==> src/hw/phy_regs_defs.svh <==
// Offsets, field positions, reset values and timing counts of the
// identifier and auto-negotiation register bank. Assumes a serial
// management frame with 5-bit device and register addresses.
//
// Operation
// - First identifier register holds OUI bits 3 to 18 across all 16 bits
// - Second identifier bits 15:10 hold OUI bits 19 to 24
// - Second identifier bits 9:4 hold the six-bit model number
// - Second identifier bits 3:0 hold revision, reset per silicon revision
// - Advertisement and partner selector fields reset to 00001, IEEE 802.3
// - Advertisement next-page bit writable, resets 0, no next-page exchange done
// - Advertisement pause bit resets from the pause strap pin
// - Advertisement asymmetric pause bit writable, resets 0
// - Four advertised ability bits reset from the mode strap pins
// - Partner ability register read-only, mirrors received base page, resets to 00001
// - Partner T4 ability bit read-only, always 0
// - Expansion latches parallel detection fault
// - Expansion latches page-received when a partner page arrives
// - Read-only expansion bit shows partner next-page ability
// - Read-only expansion bit shows local next-page ability, always 0
// - Read-only expansion bit shows partner auto-negotiation ability
// - Next-page message-page bit resets 1, acknowledge-2 resets 0, both writable
// - Next-page toggle read-only, opposite of previous toggle value
// - Next-page eleven-bit code field writable, resets to one
// - With auto-negotiation enabled negotiated speed and duplex override manual
`ifndef PHY_REGS_DEFS_SVH
`define PHY_REGS_DEFS_SVH

`define REG_ID_HI    5'h02
`define REG_ID_LO    5'h03
`define REG_ADV      5'h04
`define REG_LPA      5'h05
`define REG_EXP      5'h06
`define REG_NPTX     5'h07

`define SEL_8023     5'h01
`define ADV_RST      16'h0001
`define ADV_WMASK    16'hadff
`define ADV_NP       15
`define ADV_ASYM     11
`define ADV_PAUSE    10
`define ADV_ABIL_LSB 5
`define LPA_RST      16'h0001
`define LPA_MASK     16'he5ff
`define LPA_NP       15
`define NPTX_RST     16'h2001
`define NPTX_WMASK   16'hb7ff
`define NPTX_TOG     11
`define ADV_RFLT     13
`define SEL_MSB      4
`define LPA_ACK      14
`define LPA_RFLT     13
`define LPA_PAUSE    10
`define NPTX_NP      15
`define NPTX_MP      13
`define NPTX_ACK2    12
`define EXP_PDF      4
`define EXP_LPNP     3
`define EXP_NP       2
`define EXP_PR       1
`define EXP_LPAN     0

`define ABIL_MODE0   4'h1
`define ABIL_MODE1   4'h3
`define ABIL_MODE2   4'h7
`define ABIL_MODE3   4'hf

`define PRE_LEN      6'h20
`define OP_RD        2'h2
`define OP_WR        2'h1
`define ADR_BITS     6'h09
`define DATA_BITS    6'h0f
`define OP_BITS      6'h01
`define TA_BITS      6'h01
`define RD_BITS      6'h10
`define STRAP_WAIT   2'h2

`endif

==> src/hw/phy_regs_pkg.sv <==
// Types of the identifier and auto-negotiation register bank.
// Assumes nothing beyond the constants header.
package phy_regs_pkg;

  typedef enum logic [2:0] {
    MD_PRE,
    MD_ST,
    MD_OP,
    MD_ADR,
    MD_TA,
    MD_RD,
    MD_WR
  } mdio_st_t;

  typedef struct packed {
    logic [2:0]  mdc_sync;
    logic [1:0]  mdio_sync;
    logic [7:0]  strap_s1;
    logic [7:0]  strap_s2;
    logic [1:0]  strap_cnt;
    logic [4:0]  dev_addr;
    mdio_st_t    st;
    logic [5:0]  cnt;
    logic [1:0]  op;
    logic [15:0] sh;
    logic [4:0]  regad;
    logic        mdio_out;
    logic        mdio_oe;
    logic [15:0] id_hi;
    logic [15:0] id_lo;
    logic [15:0] adv;
    logic [15:0] lpa;
    logic [15:0] nptx;
    logic        tog;
    logic        pd_fault;
    logic        page_rx;
    logic        np_load;
    logic [1:0]  speed;
    logic        duplex;
  } regs_t;

endpackage

==> src/hw/phy_id_autoneg_regs.sv <==
// Identifier and auto-negotiation register bank with its own
// serial management slave. Assumes the auto-negotiation engine runs
// on mclk and gives one-cycle event pulses; mdc, mdio and straps
// are pins and are synchronised here.
`timescale 1ns/10ps
`include "phy_regs_defs.svh"

module phy_id_autoneg_regs #(
  parameter logic [15:0] IDENT_HI_RST = 16'h1357, // Arbitrary value
  parameter logic [5:0]  OUI_LOW_RST  = 6'h2b,    // Arbitrary value
  parameter logic [5:0]  MODEL_RST    = 6'h15,    // Arbitrary value
  parameter logic [3:0]  REV_RST      = 4'h1      // Arbitrary value
) (
  input  wire logic        mclk,
  input  wire logic        rst_n,
  input  wire logic        mdc,
  input  wire logic        mdio_in,
  output wire logic        mdio_out,
  output wire logic        mdio_oe,
  input  wire logic [4:0]  dev_addr_strap,
  input  wire logic        pause_strap_pin,
  input  wire logic [1:0]  mode_strap,
  input  wire logic        lp_page_valid,
  input  wire logic [15:0] lp_page,
  input  wire logic        lp_an_able,
  input  wire logic        pd_fault_evt,
  input  wire logic        np_sent,
  input  wire logic        an_enable,
  input  wire logic [1:0]  man_speed,
  input  wire logic        man_duplex,
  input  wire logic [1:0]  neg_speed,
  input  wire logic        neg_duplex,
  output wire logic [15:0] adv_word,
  output wire logic [15:0] np_word,
  output wire logic        np_load,
  output wire logic [1:0]  speed_sel,
  output wire logic        full_duplex
);

  // Arbitrary identity values; replace per product
  localparam logic [15:0] IDENT_LO_RST = {OUI_LOW_RST, MODEL_RST, REV_RST};

  localparam phy_regs_pkg::regs_t RST_VAL = '{
    mdc_sync:  3'h0,
    mdio_sync: 2'h0,
    strap_s1:  8'h00,
    strap_s2:  8'h00,
    strap_cnt: 2'h0,
    dev_addr:  5'h00,
    st:        phy_regs_pkg::MD_PRE,
    cnt:       6'h00,
    op:        2'h0,
    sh:        16'h0000,
    regad:     5'h00,
    mdio_out:  1'b0,
    mdio_oe:   1'b0,
    id_hi:     IDENT_HI_RST,
    id_lo:     IDENT_LO_RST,
    adv:       `ADV_RST,
    lpa:       `LPA_RST,
    nptx:      `NPTX_RST,
    tog:       1'b0,
    pd_fault:  1'b0,
    page_rx:   1'b0,
    np_load:   1'b0,
    speed:     2'h0,
    duplex:    1'b0
  };

  logic [1:0]           rst_sync_q;
  logic                 rst_int_n;
  phy_regs_pkg::regs_t  q;
  phy_regs_pkg::regs_t  d;
  logic                 rise;
  logic                 bit_in;
  logic                 rd_clr;
  logic [15:0]          word;
  logic                 hit;

  // Pin reset reaches the logic through two flip-flops
  always_ff @(posedge mclk or negedge rst_n) begin
    if (!rst_n) begin
      rst_sync_q <= 2'h0;
    end else begin
      rst_sync_q <= {rst_sync_q[0], 1'b1};
    end
  end

  assign rst_int_n = rst_sync_q[1];

  function automatic logic [3:0] abil_of(input logic [1:0] mode);
    case (mode)
      2'h0:    abil_of = `ABIL_MODE0;
      2'h1:    abil_of = `ABIL_MODE1;
      2'h2:    abil_of = `ABIL_MODE2;
      default: abil_of = `ABIL_MODE3;
    endcase
  endfunction

  // Advertisement as seen from outside; reserved bits read low
  function automatic logic [15:0] adv_view(input logic [15:0] r);
    adv_view                = 16'h0000;
    adv_view[`ADV_NP]       = r[`ADV_NP];
    adv_view[`ADV_RFLT]     = r[`ADV_RFLT];
    adv_view[`ADV_ASYM]     = r[`ADV_ASYM];
    adv_view[`ADV_PAUSE]    = r[`ADV_PAUSE];
    adv_view[`ADV_ABIL_LSB+3:`ADV_ABIL_LSB] = r[`ADV_ABIL_LSB+3:`ADV_ABIL_LSB];
    adv_view[`SEL_MSB:0]    = r[`SEL_MSB:0];
  endfunction

  // Partner base page as read; T4 and reserved bits read low
  function automatic logic [15:0] lpa_view(input logic [15:0] r);
    lpa_view                = 16'h0000;
    lpa_view[`LPA_NP]       = r[`LPA_NP];
    lpa_view[`LPA_ACK]      = r[`LPA_ACK];
    lpa_view[`LPA_RFLT]     = r[`LPA_RFLT];
    lpa_view[`LPA_PAUSE]    = r[`LPA_PAUSE];
    lpa_view[`ADV_ABIL_LSB+3:`ADV_ABIL_LSB] = r[`ADV_ABIL_LSB+3:`ADV_ABIL_LSB];
    lpa_view[`SEL_MSB:0]    = r[`SEL_MSB:0];
  endfunction

  // Next page as read; the toggle comes from its own flop
  function automatic logic [15:0] np_view(input logic [15:0] r, input logic tg);
    np_view                 = 16'h0000;
    np_view[`NPTX_NP]       = r[`NPTX_NP];
    np_view[`NPTX_MP]       = r[`NPTX_MP];
    np_view[`NPTX_ACK2]     = r[`NPTX_ACK2];
    np_view[`NPTX_TOG]      = tg;
    np_view[`NPTX_TOG-1:0]  = r[`NPTX_TOG-1:0];
  endfunction

  // Expansion flags; local next-page ability is absent
  function automatic logic [15:0] exp_view(input phy_regs_pkg::regs_t s,
                                           input logic an_able);
    exp_view                = 16'h0000;
    exp_view[`EXP_PDF]      = s.pd_fault;
    exp_view[`EXP_LPNP]     = s.lpa[`LPA_NP];
    exp_view[`EXP_NP]       = 1'b0;
    exp_view[`EXP_PR]       = s.page_rx;
    exp_view[`EXP_LPAN]     = an_able;
  endfunction

  function automatic logic [15:0] rd_word(input phy_regs_pkg::regs_t s,
                                          input logic [4:0] ra,
                                          input logic an_able);
    case (ra)
      `REG_ID_HI: begin
        rd_word = s.id_hi;
      end
      `REG_ID_LO: begin
        rd_word = s.id_lo;
      end
      `REG_ADV: begin
        rd_word = adv_view(s.adv);
      end
      `REG_LPA: begin
        rd_word = lpa_view(s.lpa);
      end
      `REG_EXP: begin
        rd_word = exp_view(s, an_able);
      end
      `REG_NPTX: begin
        rd_word = np_view(s.nptx, s.tog);
      end
      default: begin
        rd_word = 16'h0000;
      end
    endcase
  endfunction

  always_comb begin
    d = q;
    rd_clr = 1'b0;
    word = {q.sh[14:0], q.mdio_sync[1]};
    hit = 1'b0;
    d.mdc_sync = {q.mdc_sync[1:0], mdc};
    d.mdio_sync = {q.mdio_sync[0], mdio_in};
    d.strap_s1 = {dev_addr_strap, pause_strap_pin, mode_strap};
    d.strap_s2 = q.strap_s1;
    d.np_load = 1'b0;
    rise = q.mdc_sync[1] & ~q.mdc_sync[2];
    bit_in = q.mdio_sync[1];

    // Straps are caught once their synchronised copy has settled
    if (q.strap_cnt != 2'h3) begin
      d.strap_cnt = q.strap_cnt + 2'h1;
    end
    if (q.strap_cnt == `STRAP_WAIT) begin
      d.dev_addr = q.strap_s2[7:3];
      d.adv[`ADV_PAUSE] = q.strap_s2[2];
      d.adv[`ADV_ABIL_LSB+3:`ADV_ABIL_LSB] = abil_of(q.strap_s2[1:0]);
    end

    if (rise) begin
      case (q.st)
        // Count ones; a zero after a full preamble starts a frame
        phy_regs_pkg::MD_PRE: begin
          if (bit_in) begin
            if (q.cnt != `PRE_LEN) begin
              d.cnt = q.cnt + 6'h01;
            end
          end else begin
            if (q.cnt == `PRE_LEN) begin
              d.st = phy_regs_pkg::MD_ST;
            end
            d.cnt = 6'h00;
          end
        end
        // Second start bit must be one
        phy_regs_pkg::MD_ST: begin
          d.cnt = 6'h00;
          d.st = bit_in ? phy_regs_pkg::MD_OP : phy_regs_pkg::MD_PRE;
        end
        // Two opcode bits; anything but read or write is dropped
        phy_regs_pkg::MD_OP: begin
          d.sh = word;
          d.cnt = q.cnt + 6'h01;
          if (q.cnt == `OP_BITS) begin
            d.op = word[1:0];
            d.cnt = 6'h00;
            if (word[1:0] == `OP_RD || word[1:0] == `OP_WR) begin
              d.st = phy_regs_pkg::MD_ADR;
            end else begin
              d.st = phy_regs_pkg::MD_PRE;
            end
          end
        end
        // Device and register address; read data is fetched here
        phy_regs_pkg::MD_ADR: begin
          d.sh = word;
          d.cnt = q.cnt + 6'h01;
          if (q.cnt == `ADR_BITS) begin
            d.cnt = 6'h00;
            d.regad = word[4:0];
            hit = (word[9:5] == q.dev_addr) &&
                  (word[4:0] >= `REG_ID_HI) && (word[4:0] <= `REG_NPTX);
            // Other device or index: never drive, hunt for preamble
            if (!hit) begin
              d.st = phy_regs_pkg::MD_PRE;
            end else begin
              d.st = phy_regs_pkg::MD_TA;
              if (q.op == `OP_RD) begin
                d.sh = rd_word(q, word[4:0], lp_an_able);
                rd_clr = (word[4:0] == `REG_EXP);
              end
            end
          end
        end
        // Read drives the second turnaround bit low
        phy_regs_pkg::MD_TA: begin
          if (q.op == `OP_RD) begin
            d.mdio_oe = 1'b1;
            d.mdio_out = 1'b0;
            d.st = phy_regs_pkg::MD_RD;
          end else if (q.cnt == `TA_BITS) begin
            d.cnt = 6'h00;
            d.st = phy_regs_pkg::MD_WR;
          end else begin
            d.cnt = q.cnt + 6'h01;
          end
        end
        // Shift read data out MSB first, then release the line
        phy_regs_pkg::MD_RD: begin
          if (q.cnt == `RD_BITS) begin
            d.mdio_oe = 1'b0;
            d.mdio_out = 1'b0;
            d.cnt = 6'h00;
            d.st = phy_regs_pkg::MD_PRE;
          end else begin
            d.mdio_out = q.sh[15];
            d.sh = {q.sh[14:0], 1'b0};
            d.cnt = q.cnt + 6'h01;
          end
        end
        // Collect sixteen data bits; read-only indices drop them
        phy_regs_pkg::MD_WR: begin
          d.sh = word;
          d.cnt = q.cnt + 6'h01;
          if (q.cnt == `DATA_BITS) begin
            d.cnt = 6'h00;
            d.st = phy_regs_pkg::MD_PRE;
            case (q.regad)
              `REG_ID_HI: begin
                d.id_hi = word;
              end
              `REG_ID_LO: begin
                d.id_lo = word;
              end
              `REG_ADV: begin
                d.adv = word & `ADV_WMASK;
              end
              `REG_NPTX: begin
                d.nptx = word & `NPTX_WMASK;
                d.np_load = 1'b1;
              end
              default: d.sh = word;
            endcase
          end
        end
        default: begin
          d.st = phy_regs_pkg::MD_PRE;
          d.cnt = 6'h00;
          d.mdio_oe = 1'b0;
        end
      endcase
    end

    // Engine strobes take effect on the next cycle
    if (lp_page_valid) begin
      d.lpa = lp_page & `LPA_MASK;
    end
    if (np_sent) begin
      d.tog = ~q.tog;
    end
    // Set beats a read that clears in the same cycle
    d.pd_fault = (q.pd_fault & ~rd_clr) | pd_fault_evt;
    d.page_rx = (q.page_rx & ~rd_clr) | lp_page_valid;

    // Negotiated result overrides the manual settings while enabled
    d.speed = an_enable ? neg_speed : man_speed;
    d.duplex = an_enable ? neg_duplex : man_duplex;
  end

  always_ff @(posedge mclk or negedge rst_int_n) begin
    if (!rst_int_n) begin
      q <= RST_VAL;
    end else begin
      q <= d;
    end
  end

  // Engine-facing words use the same views as management reads
  assign mdio_out    = q.mdio_out;
  assign mdio_oe     = q.mdio_oe;
  assign adv_word    = adv_view(q.adv);
  assign np_word     = np_view(q.nptx, q.tog);
  assign np_load     = q.np_load;
  assign speed_sel   = q.speed;
  assign full_duplex = q.duplex;

endmodule // phy_id_autoneg_regs

==> config.mk <==
export PLATFORM = sky130hd
export DESIGN_NAME = phy_id_autoneg_regs
export DESIGN_NICKNAME = d
export VERILOG_FILES = /design/src/hw/phy_regs_pkg.sv /design/src/hw/phy_id_autoneg_regs.sv
export VERILOG_INCLUDE_DIRS = /design/src /design/src/hw
export SDC_FILE = /design/constraint.sdc
export NUM_CORES = 1
export LEC_CHECK = 0
export ABC_CLOCK_PERIOD_IN_PS = 4600
export BUFFER_PORTS_ARGS = -buffer_cell sky130_fd_sc_hd__clkbuf_2
export CORE_MARGIN = 2
export CORE_UTILIZATION = 49
export CTS_CLUSTER_SIZE = 14
export DETAILED_ROUTE_END_ITERATION = 7
export PLACE_DENSITY = 0.69
export SYNTH_ARGS = -nofsm -noshare
export SYNTH_HDL_FRONTEND = slang
export SYNTH_SLANG_ARGS = --single-unit
==> constraint.sdc <==
create_clock -name mclk -period 4.6 [get_ports mclk]
set_clock_uncertainty 0.05 [all_clocks]
set_input_delay 0.92 -clock mclk [delete_from_list [all_inputs] [get_ports mclk]]
set_output_delay 0.92 -clock mclk [all_outputs]
set_load 0.01 [all_outputs]
Word-level counts from Yosys, hierarchy flattened

Index checks and enable logic that the tools add are counted.

Output and inout port bits: 38
Register bits: 143
Input port bits: 39

Order comparisons: 2
Reductions and logical operators: 20
Add/subtract/negate cells: 2
Mux-type cells: 46
Equal/unequal tests: 41
Bitwise gates (word level): 9

Operators by type and width:

| operator              | count |
|---|---|
| $pmux W16 S6          | 1 |
| $pmux W9 S7           | 1 |
| $mux W11              | 5 |
| $mux W16              | 3 |
| $pmux W16 S3          | 1 |
| $eq A5 B3 Y1 const B  | 6 |
| $mux W6               | 5 |
| $mux W21              | 1 |
| $eq A5 B2 Y1 const B  | 4 |
| $ne A2 B2 Y1 const B  | 10 |
| $reduce_and A4 Y1     | 5 |
| $mux W3               | 6 |
| $mux W9               | 2 |
| $reduce_and A3 Y1     | 5 |
| $mux W1               | 13 |
| $eq A6 B4 Y1 const B  | 2 |
| $pmux W4 S3           | 1 |
| $eq A3 B3 Y1 const B  | 3 |
| $eq A2 B2 Y1 const B  | 4 |
| $mux W2               | 4 |
| $reduce_and A8 Y1     | 1 |
| $add A6 B1 Y6 const B | 1 |
| $eq A3 B2 Y1 const B  | 2 |
| $eq A6 B1 Y1 const B  | 1 |
| 24 further kinds      | 33 |

Logic depth before layout (Yosys ltp)

Gate-level depths: netlist of run 1.

Depth in word-level cells: 10
Gate-level depth with buffers: 10

Worst setup path after synthesis of run 1

OpenSTA, ideal clock, no wires.

Kind: flip-flop to flip-flop
From: register q, in the netlist bit_in
To: register q[100] (netlist name)
Setup time: 0.087 ns
Period minus slack after synthesis: 2.334 ns
Data required time: 4.463 ns
Path slack: 2.266 ns
Stages on the path, launching flop included: 9
Buffers on the path: 1
Data arrival time: 2.198 ns
Cell sequence: dfrtp_1 inv_1 ha_1 or3_1 nand4_1 or2_2 or4_1 buf_2 o211ai_1

Word-level cells in the longest chain between the ends: 6

RTL lines:

| what                                                | RTL line                                               | RTL |
|---|---|---|
| from (decl)                                         | phy_id_autoneg_regs.sv:72                              | `phy_regs_pkg::regs_t q;` |
| from (signal assigned)                              | phy_id_autoneg_regs.sv:326                             | `q <= RST_VAL;` |
| from (signal assigned)                              | phy_id_autoneg_regs.sv:328                             | `q <= d;` |
| $eq A5 B3 Y1, or another cell as far along          | phy_id_autoneg_regs.sv:146                             | `case (ra)` |
| $pmux W16 S6 or $logic_and A1 B1 Y1 (tied branches) | phy_id_autoneg_regs.sv:146, phy_id_autoneg_regs.sv:235 |  |
| $mux W16 or $logic_and A1 B1 Y1 (tied branches)     | phy_id_autoneg_regs.sv:242, phy_id_autoneg_regs.sv:235 |  |
| $mux W16 *                                          | phy_id_autoneg_regs.sv:238                             | `if (!hit) begin` |
| $mux W21 *                                          | phy_id_autoneg_regs.sv:232                             | `` if (q.cnt == `ADR_BITS) begin `` |
| $pmux W16 S3 *                                      | phy_id_autoneg_regs.sv:195                             | `case (q.st)` |

Every way passes the cells marked *; elsewhere a longest branch is shown, timed or not.
A chain may end at the register's enable or synchronous reset.

Worst setup path in the final report of run 1

From: register q[119] (netlist name)
To: register q, in the netlist adv_word[4]

Word-level cells in the longest chain between the ends: 2

RTL lines:

| what                               | RTL line |
|---|---|
| $eq A3 B3 Y1                       | phy_id_autoneg_regs.sv:195 |
| $reduce_and A4 Y1 (no source line) | -- |

Every way passes these cells.

==> results.md, run 1 <==
* Status: finished, final reports clean
* Die area at about 15,000 um^2
* Slew @ Worst Pin at between 1 and 1.5 ns
* Crit-path slowest cell: nand3_1
* Min Hold Slack at 0.228 ns
* Synthesis-stage register bit count at 143
* Post-route cell area at 7590 um^2
* Average size of a mapped cell at 11.3 um^2
* Vias at roughly 4,700
* Die H at 121 um
* Post-Syn Instances at about 600
* Dpl cells at just under 800
* Cell taking the most area after synthesis: dfrtp_1
* Worst path required time at just under 5 ns
* RSZ-0062 raised after global routing: no
* CTS max path bufs at 2
* # diodes at 0
* Initial antenna violation count at 0
* Area after DPL at between 6000 and 7000 um^2
* Post-CTS Setup Bufs at 0
* Final routed DRC violation total at 0
* Crit path cell chain: nor4bb_1 > and4b_1 > nand3_1 > mux2_2
* Hold buffers post-CTS at 0
* Post-route minimum period at 3.07 ns
* PortBufs at 69
* Maximum VDD drop at 0.278 mV
* Critical path type: reg2reg
* Ys Warns at 0
* Final-stage net count at around 670
* Rows at between 40 and 50
* DR iter-0 viols at between 400 and 500
* Post-synth top area share at 0.456
* Hold violation total from the final report at 0
* Vias/cell at approximately 5.8
* Peak Freq at 326 MHz
* CTS sink count at between 100 and 150
* Post-synth ARST share at 1.00
* Netlist Area Pre-Place at 6750 um^2
* Total Neg Setup Slack at 0 ns
* Synth unique cells at 64
* Synth top area cells: dfrtp_1 (46%), mux2_2 (11%), dfstp_2 (7.8%)
* Synth cell count leaders: dfrtp_1 (123), nand2_1 (76), mux2_2 (65), buf_4 (34), nand3_1 (28)
* Average wire per standard cell at 18.5 um
* Post-route ant nets at 0
* CP startpoint kind: flop
* Post-synthesis sequential area ratio at 0.534
* TritonCTS Buffers at 17
* First-pass iteration count of the detailed router at 5
* Worst-path clk slew at 0.06 ns
* Top_reg_cell synth: dfrtp_1
* H-tree depth at 4
* Fin cells at 815
* Largest delay contributor family on the critical path: simple AND/OR/NAND/NOR gates
* Clk Latency, worst-skew pair at 0.42 ns
* Slew HR at 0.304
* CTS root buf: clkbuf_16
* Final Cycle Share at 0.667
* Area growth syn-to-layout at 12.4%
* Dpl hpwl at around 10 mm
* Endpoint class of the critical path: flop
* Placement Setup Slack at 1.61 ns
* Most common cell in the synthesized netlist: dfrtp_1
* Layout cells sized above 1 at 0.329
* GP Congestion at slightly above 0.9
* Max Slew Vio Count at 0
* Largest net degree at the start of global routing at 60
* Crit-path max cell delay at 0.77 ns
* CTS tree: yes
* Crit path setup slack, layout at approximately 1.5 ns
* Power Density at 486 nW/um^2
* Maximum fanout along the worst path at 19
* Post-Route WL at 15.1 mm
* Total gr overflow at 0
* Initial Utilization at 0.506
* Overall routing resource usage at 0.217
* Vias in the first global route at approximately 4,700
* HP Class: in2async
* Die X-Extent at 121 um
* Final setup viols at 0
* First-pass GRT wire length at 24.4 mm
* Post-synth EDFFs at 0
* Core Region at 13,300 um^2
* Buf+Inv Stages, Crit Path at 0
* Max-Cap Viols at 0
* # resized after CTS at 0
* Worst endpoint data arrival time at approximately 3.3 ns
* I/O Pins at 77
* Leakage at 0.00343 uW
[cell usage in the layout (no fill, tap or decap), types with 3 or more instances in the layout]
master	netlist	routed
nor4bb_1	5	4
o211ai_1	8	8
a31oi_1	3	3
xnor2_1	7	7
nor3_1	3	3
clkinv_2	0	4
inv_1	10	10
clkbuf_8	0	3
nand2b_1	6	6
inv_6	0	4
a22oi_1	3	3
dfstp_2	20	20
dfrtp_1	123	122
and3_1	7	7
a222oi_1	12	12
buf_4	34	7
nand4_1	5	5
a21o_1	6	6
ha_1	9	9
a22o_1	5	5
nor2_1	26	26
mux2i_1	3	3
nand2_1	76	76
clkbuf_16	0	17
a221oi_1	4	4
o21ai_0	18	18
nor2b_1	4	4
or3_1	9	9
o31ai_1	3	3
clkbuf_2	0	69
nand3_1	28	28
nor3b_1	3	3
conb_1	2	5
a21oi_1	16	16
mux2_2	65	65
[cell families after synthesis]
group,synth area share
adders and majority gates,0.0167
and+or+nand+nor,0.150
other,0.00111
xor gates and xnor gates,0.0104
AOI/OAI and AO/OA,0.104
DFF,0.534
muxes,0.117
buffers and inverters,0.0662
[stage by stage]
step / total power (uW) / utilization
2_1_floorplan: 2100 / -
3_3_place_gp: 2290 / 0.524
3_5_place_dp: 2320 / 0.524
4_1_cts: 3710 / 0.568
5_1_grt: 3870 / 0.568
6_report: 3690 / 0.568
[worst paths after layout]
check / depth (start not counted) / slack (ns) / endpoint / start
worst max-delay path: 4 / 1.53 / adv_word[4] / q[119]
worst min-delay path: 1 / 0.23 / rst_sync_q[1] / rst_n
worst max register to register: 4 / 1.53 / adv_word[4] / q[119]
worst min register to register: 0 / 0.29 / q[129] / d[129]
max in group asynchronous: 1 / 3.08 / np_word[10] / rst_sync_q[1]
min in group mclk: 0 / 0.29 / q[129] / d[129]
[power breakdown]
group / total (uW) / internal, uW / switching [uW]
clock: 1370 / 844 / 527
sequential: 1660 / 1390 / 265
combinational: 662 / 297 / 365
[area by class of cell]
cell class                 instances  area (um^2)
fill                            1149         5760
sequential                       143         3610
multi-input combinational        378         2730
clock buffer                      20          467
timing repair buffer              76          398
tap                              176          220
clock inverter                    12          130
inverter                          10         37.5
[state kept, by name, summed over array words and instances, names as in the netlist]
name,cells
adv_word,13
q,95
bit_in,1
np_load,1
d,11
rst_sync_q,2
full_duplex,1
mdio_oe,1
speed_sel,2
mdio_out,1
np_word,15
[per-layer routing]
| layer | global-route usage | part of all wire | wire (um) |
|---|---|---|---|
| met5 | 0 | 0 | 0 |
| met1 | 0.286 | 0.43 | 6530 |
| met2 | 0.357 | 0.50 | 7480 |
| met3 | 0.0522 | 0.061 | 923 |
| met4 | 0.0632 | 0.011 | 162 |
No activity file was read; power rests on OpenSTA's default activity.
==> run 2, diff against run 1 <==
--- a/config.mk
+++ b/config.mk
@@ -6,7 +6,7 @@
 export SDC_FILE = /design/constraint.sdc
 export NUM_CORES = 1
 export LEC_CHECK = 0
-export ABC_CLOCK_PERIOD_IN_PS = 4600
+export ABC_CLOCK_PERIOD_IN_PS = 3100
 export BUFFER_PORTS_ARGS = -buffer_cell sky130_fd_sc_hd__clkbuf_2
 export CORE_MARGIN = 2
 export CORE_UTILIZATION = 49
==> constraint.sdc (replaced) <==
create_clock -name mclk -period 3.1 [get_ports mclk]
set_clock_uncertainty 0.05 [all_clocks]
set_input_delay 0.62 -clock mclk [delete_from_list [all_inputs] [get_ports mclk]]
set_output_delay 0.62 -clock mclk [all_outputs]
set_load 0.01 [all_outputs]
==> run 2 against run 1 <==
  * Routed wire length fell by 0.98%
  * Worst hold slack improved by 0.022 ns
  * Final cell count rose by 1.7%
  * Die area did not move
  * Setup slack got worse by 1.0 ns
  * Register-to-register slack got worse by 1.0 ns
  * Global-route usage rose by 0.16 points
  * Highest routed layer unchanged
==> results.md, run 2 (synthesis gave the netlist of run 1 again) <==
* Status: finished, final reports clean
* P_sw at between 1500 and 2000 uW
* Die H at 121 um
* Power Density at 724 nW/um^2
* Switching portion of total power at 0.305
* Die X-Extent at 121 um
* Met1 Use GR at 0.296
* Total power at 5580 uW
* Initial Utilization at 0.506
* Clock power share at 0.374
* Max FFs per register at 95
* I/O Pins at 77
* Worst endpoint data arrival time at 2.85 ns
* Initial antenna violation count at 0
* # diodes at 0
* Clk Latency, worst-skew pair at 0.42 ns
* Post-route minimum period at ~2.6 ns
* Commonest non-fill, non-tap cells in the layout: dfrtp_1 (122), nand2_1 (76), clkbuf_2 (69), mux2_2 (65), nand3_1 (28)
* Average wire per standard cell at 18.0 um
* Critical path type: reg2reg
* CTS root buf: clkbuf_16
* Maximum VDD drop at roughly 0.43 mV
* Largest net degree at the start of global routing at 103
* PortBufs at 69
* Flop pwr share at 0.427
* CTS max path bufs at 2
* H-tree depth at 4
* Core Region at 13,300 um^2
* HP Class: reg2async
* Vias in the first global route at 4,827
* Internal power at between 3000 and 4000 uW
* Die area at about 15,000 um^2
* Most common cell after layout, fill and taps aside: dfrtp_1
* Final routed DRC violation total at 0
* Endpoint class of the critical path: flop
* Area growth syn-to-layout at 14.2%
* # fillers at 1,152
* Maximum fanout along the worst path at 4
* GP Congestion at 0.831
* Slew HR at 0.533
* Final setup viols at 0
* Vias/cell at between 5 and 6
* Layout cells sized above 1 at 0.337
* Total gr overflow at 0
* CP startpoint kind: flop
* Max-Cap Viols at 0
* Layer with the highest usage: met2
* Worst-path clk slew at 0.06 ns
* Dpl hpwl at 10.0 mm
* RSZ-0062 raised after global routing: no
* Final Cycle Share at 0.841
* Post-route ant nets at 0
* Met2 Track Usage GR at 0.339
* Vias at 4,732
* CTS tree: yes
* Worst path required time at 3.34 ns
* Slew @ Worst Pin at 0.692 ns
* Max Slew Vio Count at 0
* Hold violation total from the final report at 0
* # resized after CTS at 0
* First-pass GRT wire length at 24.7 mm
* CTS sink count at 143
* Leakage at 0.00350 uW
* Combinational share of power at 0.199
* Rows at 42
* Largest Register: q
* Final-stage net count at 688
* Total Neg Setup Slack at 0 ns
* First-pass iteration count of the detailed router at 7
* Post-Route WL at 14.9 mm
* GRT met3 Usage at 0.0536
* Peak Freq at 383 MHz
* TritonCTS Buffers at 17
* DR iter-0 viols at 326
* Overall routing resource usage at 0.218
run 2: changes by cell type in the layout (fill, tap and decap cells not counted), moves of 2 or more:
cell        before  now
buf_4            7   19
clkinv_4         0    2
clkinvlp_4       2    0
clkbuf_1         0    3
inv_6            4    1
run 2: through the flow:
| stage | utilization | instances | hold slack (ns) | worst slack (ns) | area, um^2 |
|---|---|---|---|---|---|
| 3_5_place_dp | 0.531 | 796 | 0.275 | 0.528 | 7090 |
| 4_1_cts | 0.578 | 829 | 0.234 | 0.501 | 7710 |
| 2_1_floorplan | - | 599 | 0.274 | 0.695 | 6760 |
| 5_1_grt | 0.578 | 829 | 0.236 | 0.262 | 7710 |
| 3_3_place_gp | 0.531 | 796 | 0.267 | 0.597 | 7090 |
| 6_report | 0.578 | 829 | 0.250 | 0.492 | 7710 |
run 2: area by class of cell:
cell class,instances,area [um^2],share of cell area
inverter,10,37.5,0.00487
tap,176,220,0.0286
clock buffer,23,478,0.0620
sequential,143,3610,0.468
multi-input combinational,378,2720,0.353
timing repair buffer,90,518,0.0672
clock inverter,9,131,0.0170
run 2: routing by layer:
layer / up-vias / share of wire
met5: - / 0
met4: 0 / 0.014
met3: 19 / 0.055
met2: 128 / 0.48
met1: 2389 / 0.46
li1: 2196 / -
run 2: what timing repair did:
item / 4_1_cts / 5_1_grt
hold buffers: 1 / 0
setup endpoints to repair: 0 / 0
buffers inserted: 0 / 0
hold endpoints to repair: 2 / 0
run 2: path summary, 6_finish.rpt:
check,startpoint,end,slack [ns],cells after the start
hold / removal,rst_sync_q[1],np_load,0.25,0
setup / recovery,q[113],q[116],0.49,7
setup reg to reg,q[113],q[116],0.49,7
hold reg to reg,rst_sync_q[1],np_load,0.25,0
max in group asynchronous,rst_sync_q[1],q[23],1.85,1
min in group mclk,mode_strap[1],d[129],0.25,1
run 2: power groups by stage:
stage / logic, uW / clock network (uW) / registers [uW]
2_1_floorplan: 834 / 0 / 2280
3_3_place_gp: 1070 / 0 / 2390
3_5_place_dp: 1090 / 0 / 2400
4_1_cts: 1100 / 2130 / 2370
5_1_grt: 1220 / 2210 / 2420
6_report: 1110 / 2090 / 2380
run 2: worst max-delay path: stages, from the launching register on:
cell	delay, ns
dfrtp_1	0.41
inv_1	0.09
ha_1	0.16
or4b_4	0.51
o311ai_0	0.61
a21oi_1	0.15
nor3_1	0.40
nor2_1	0.10
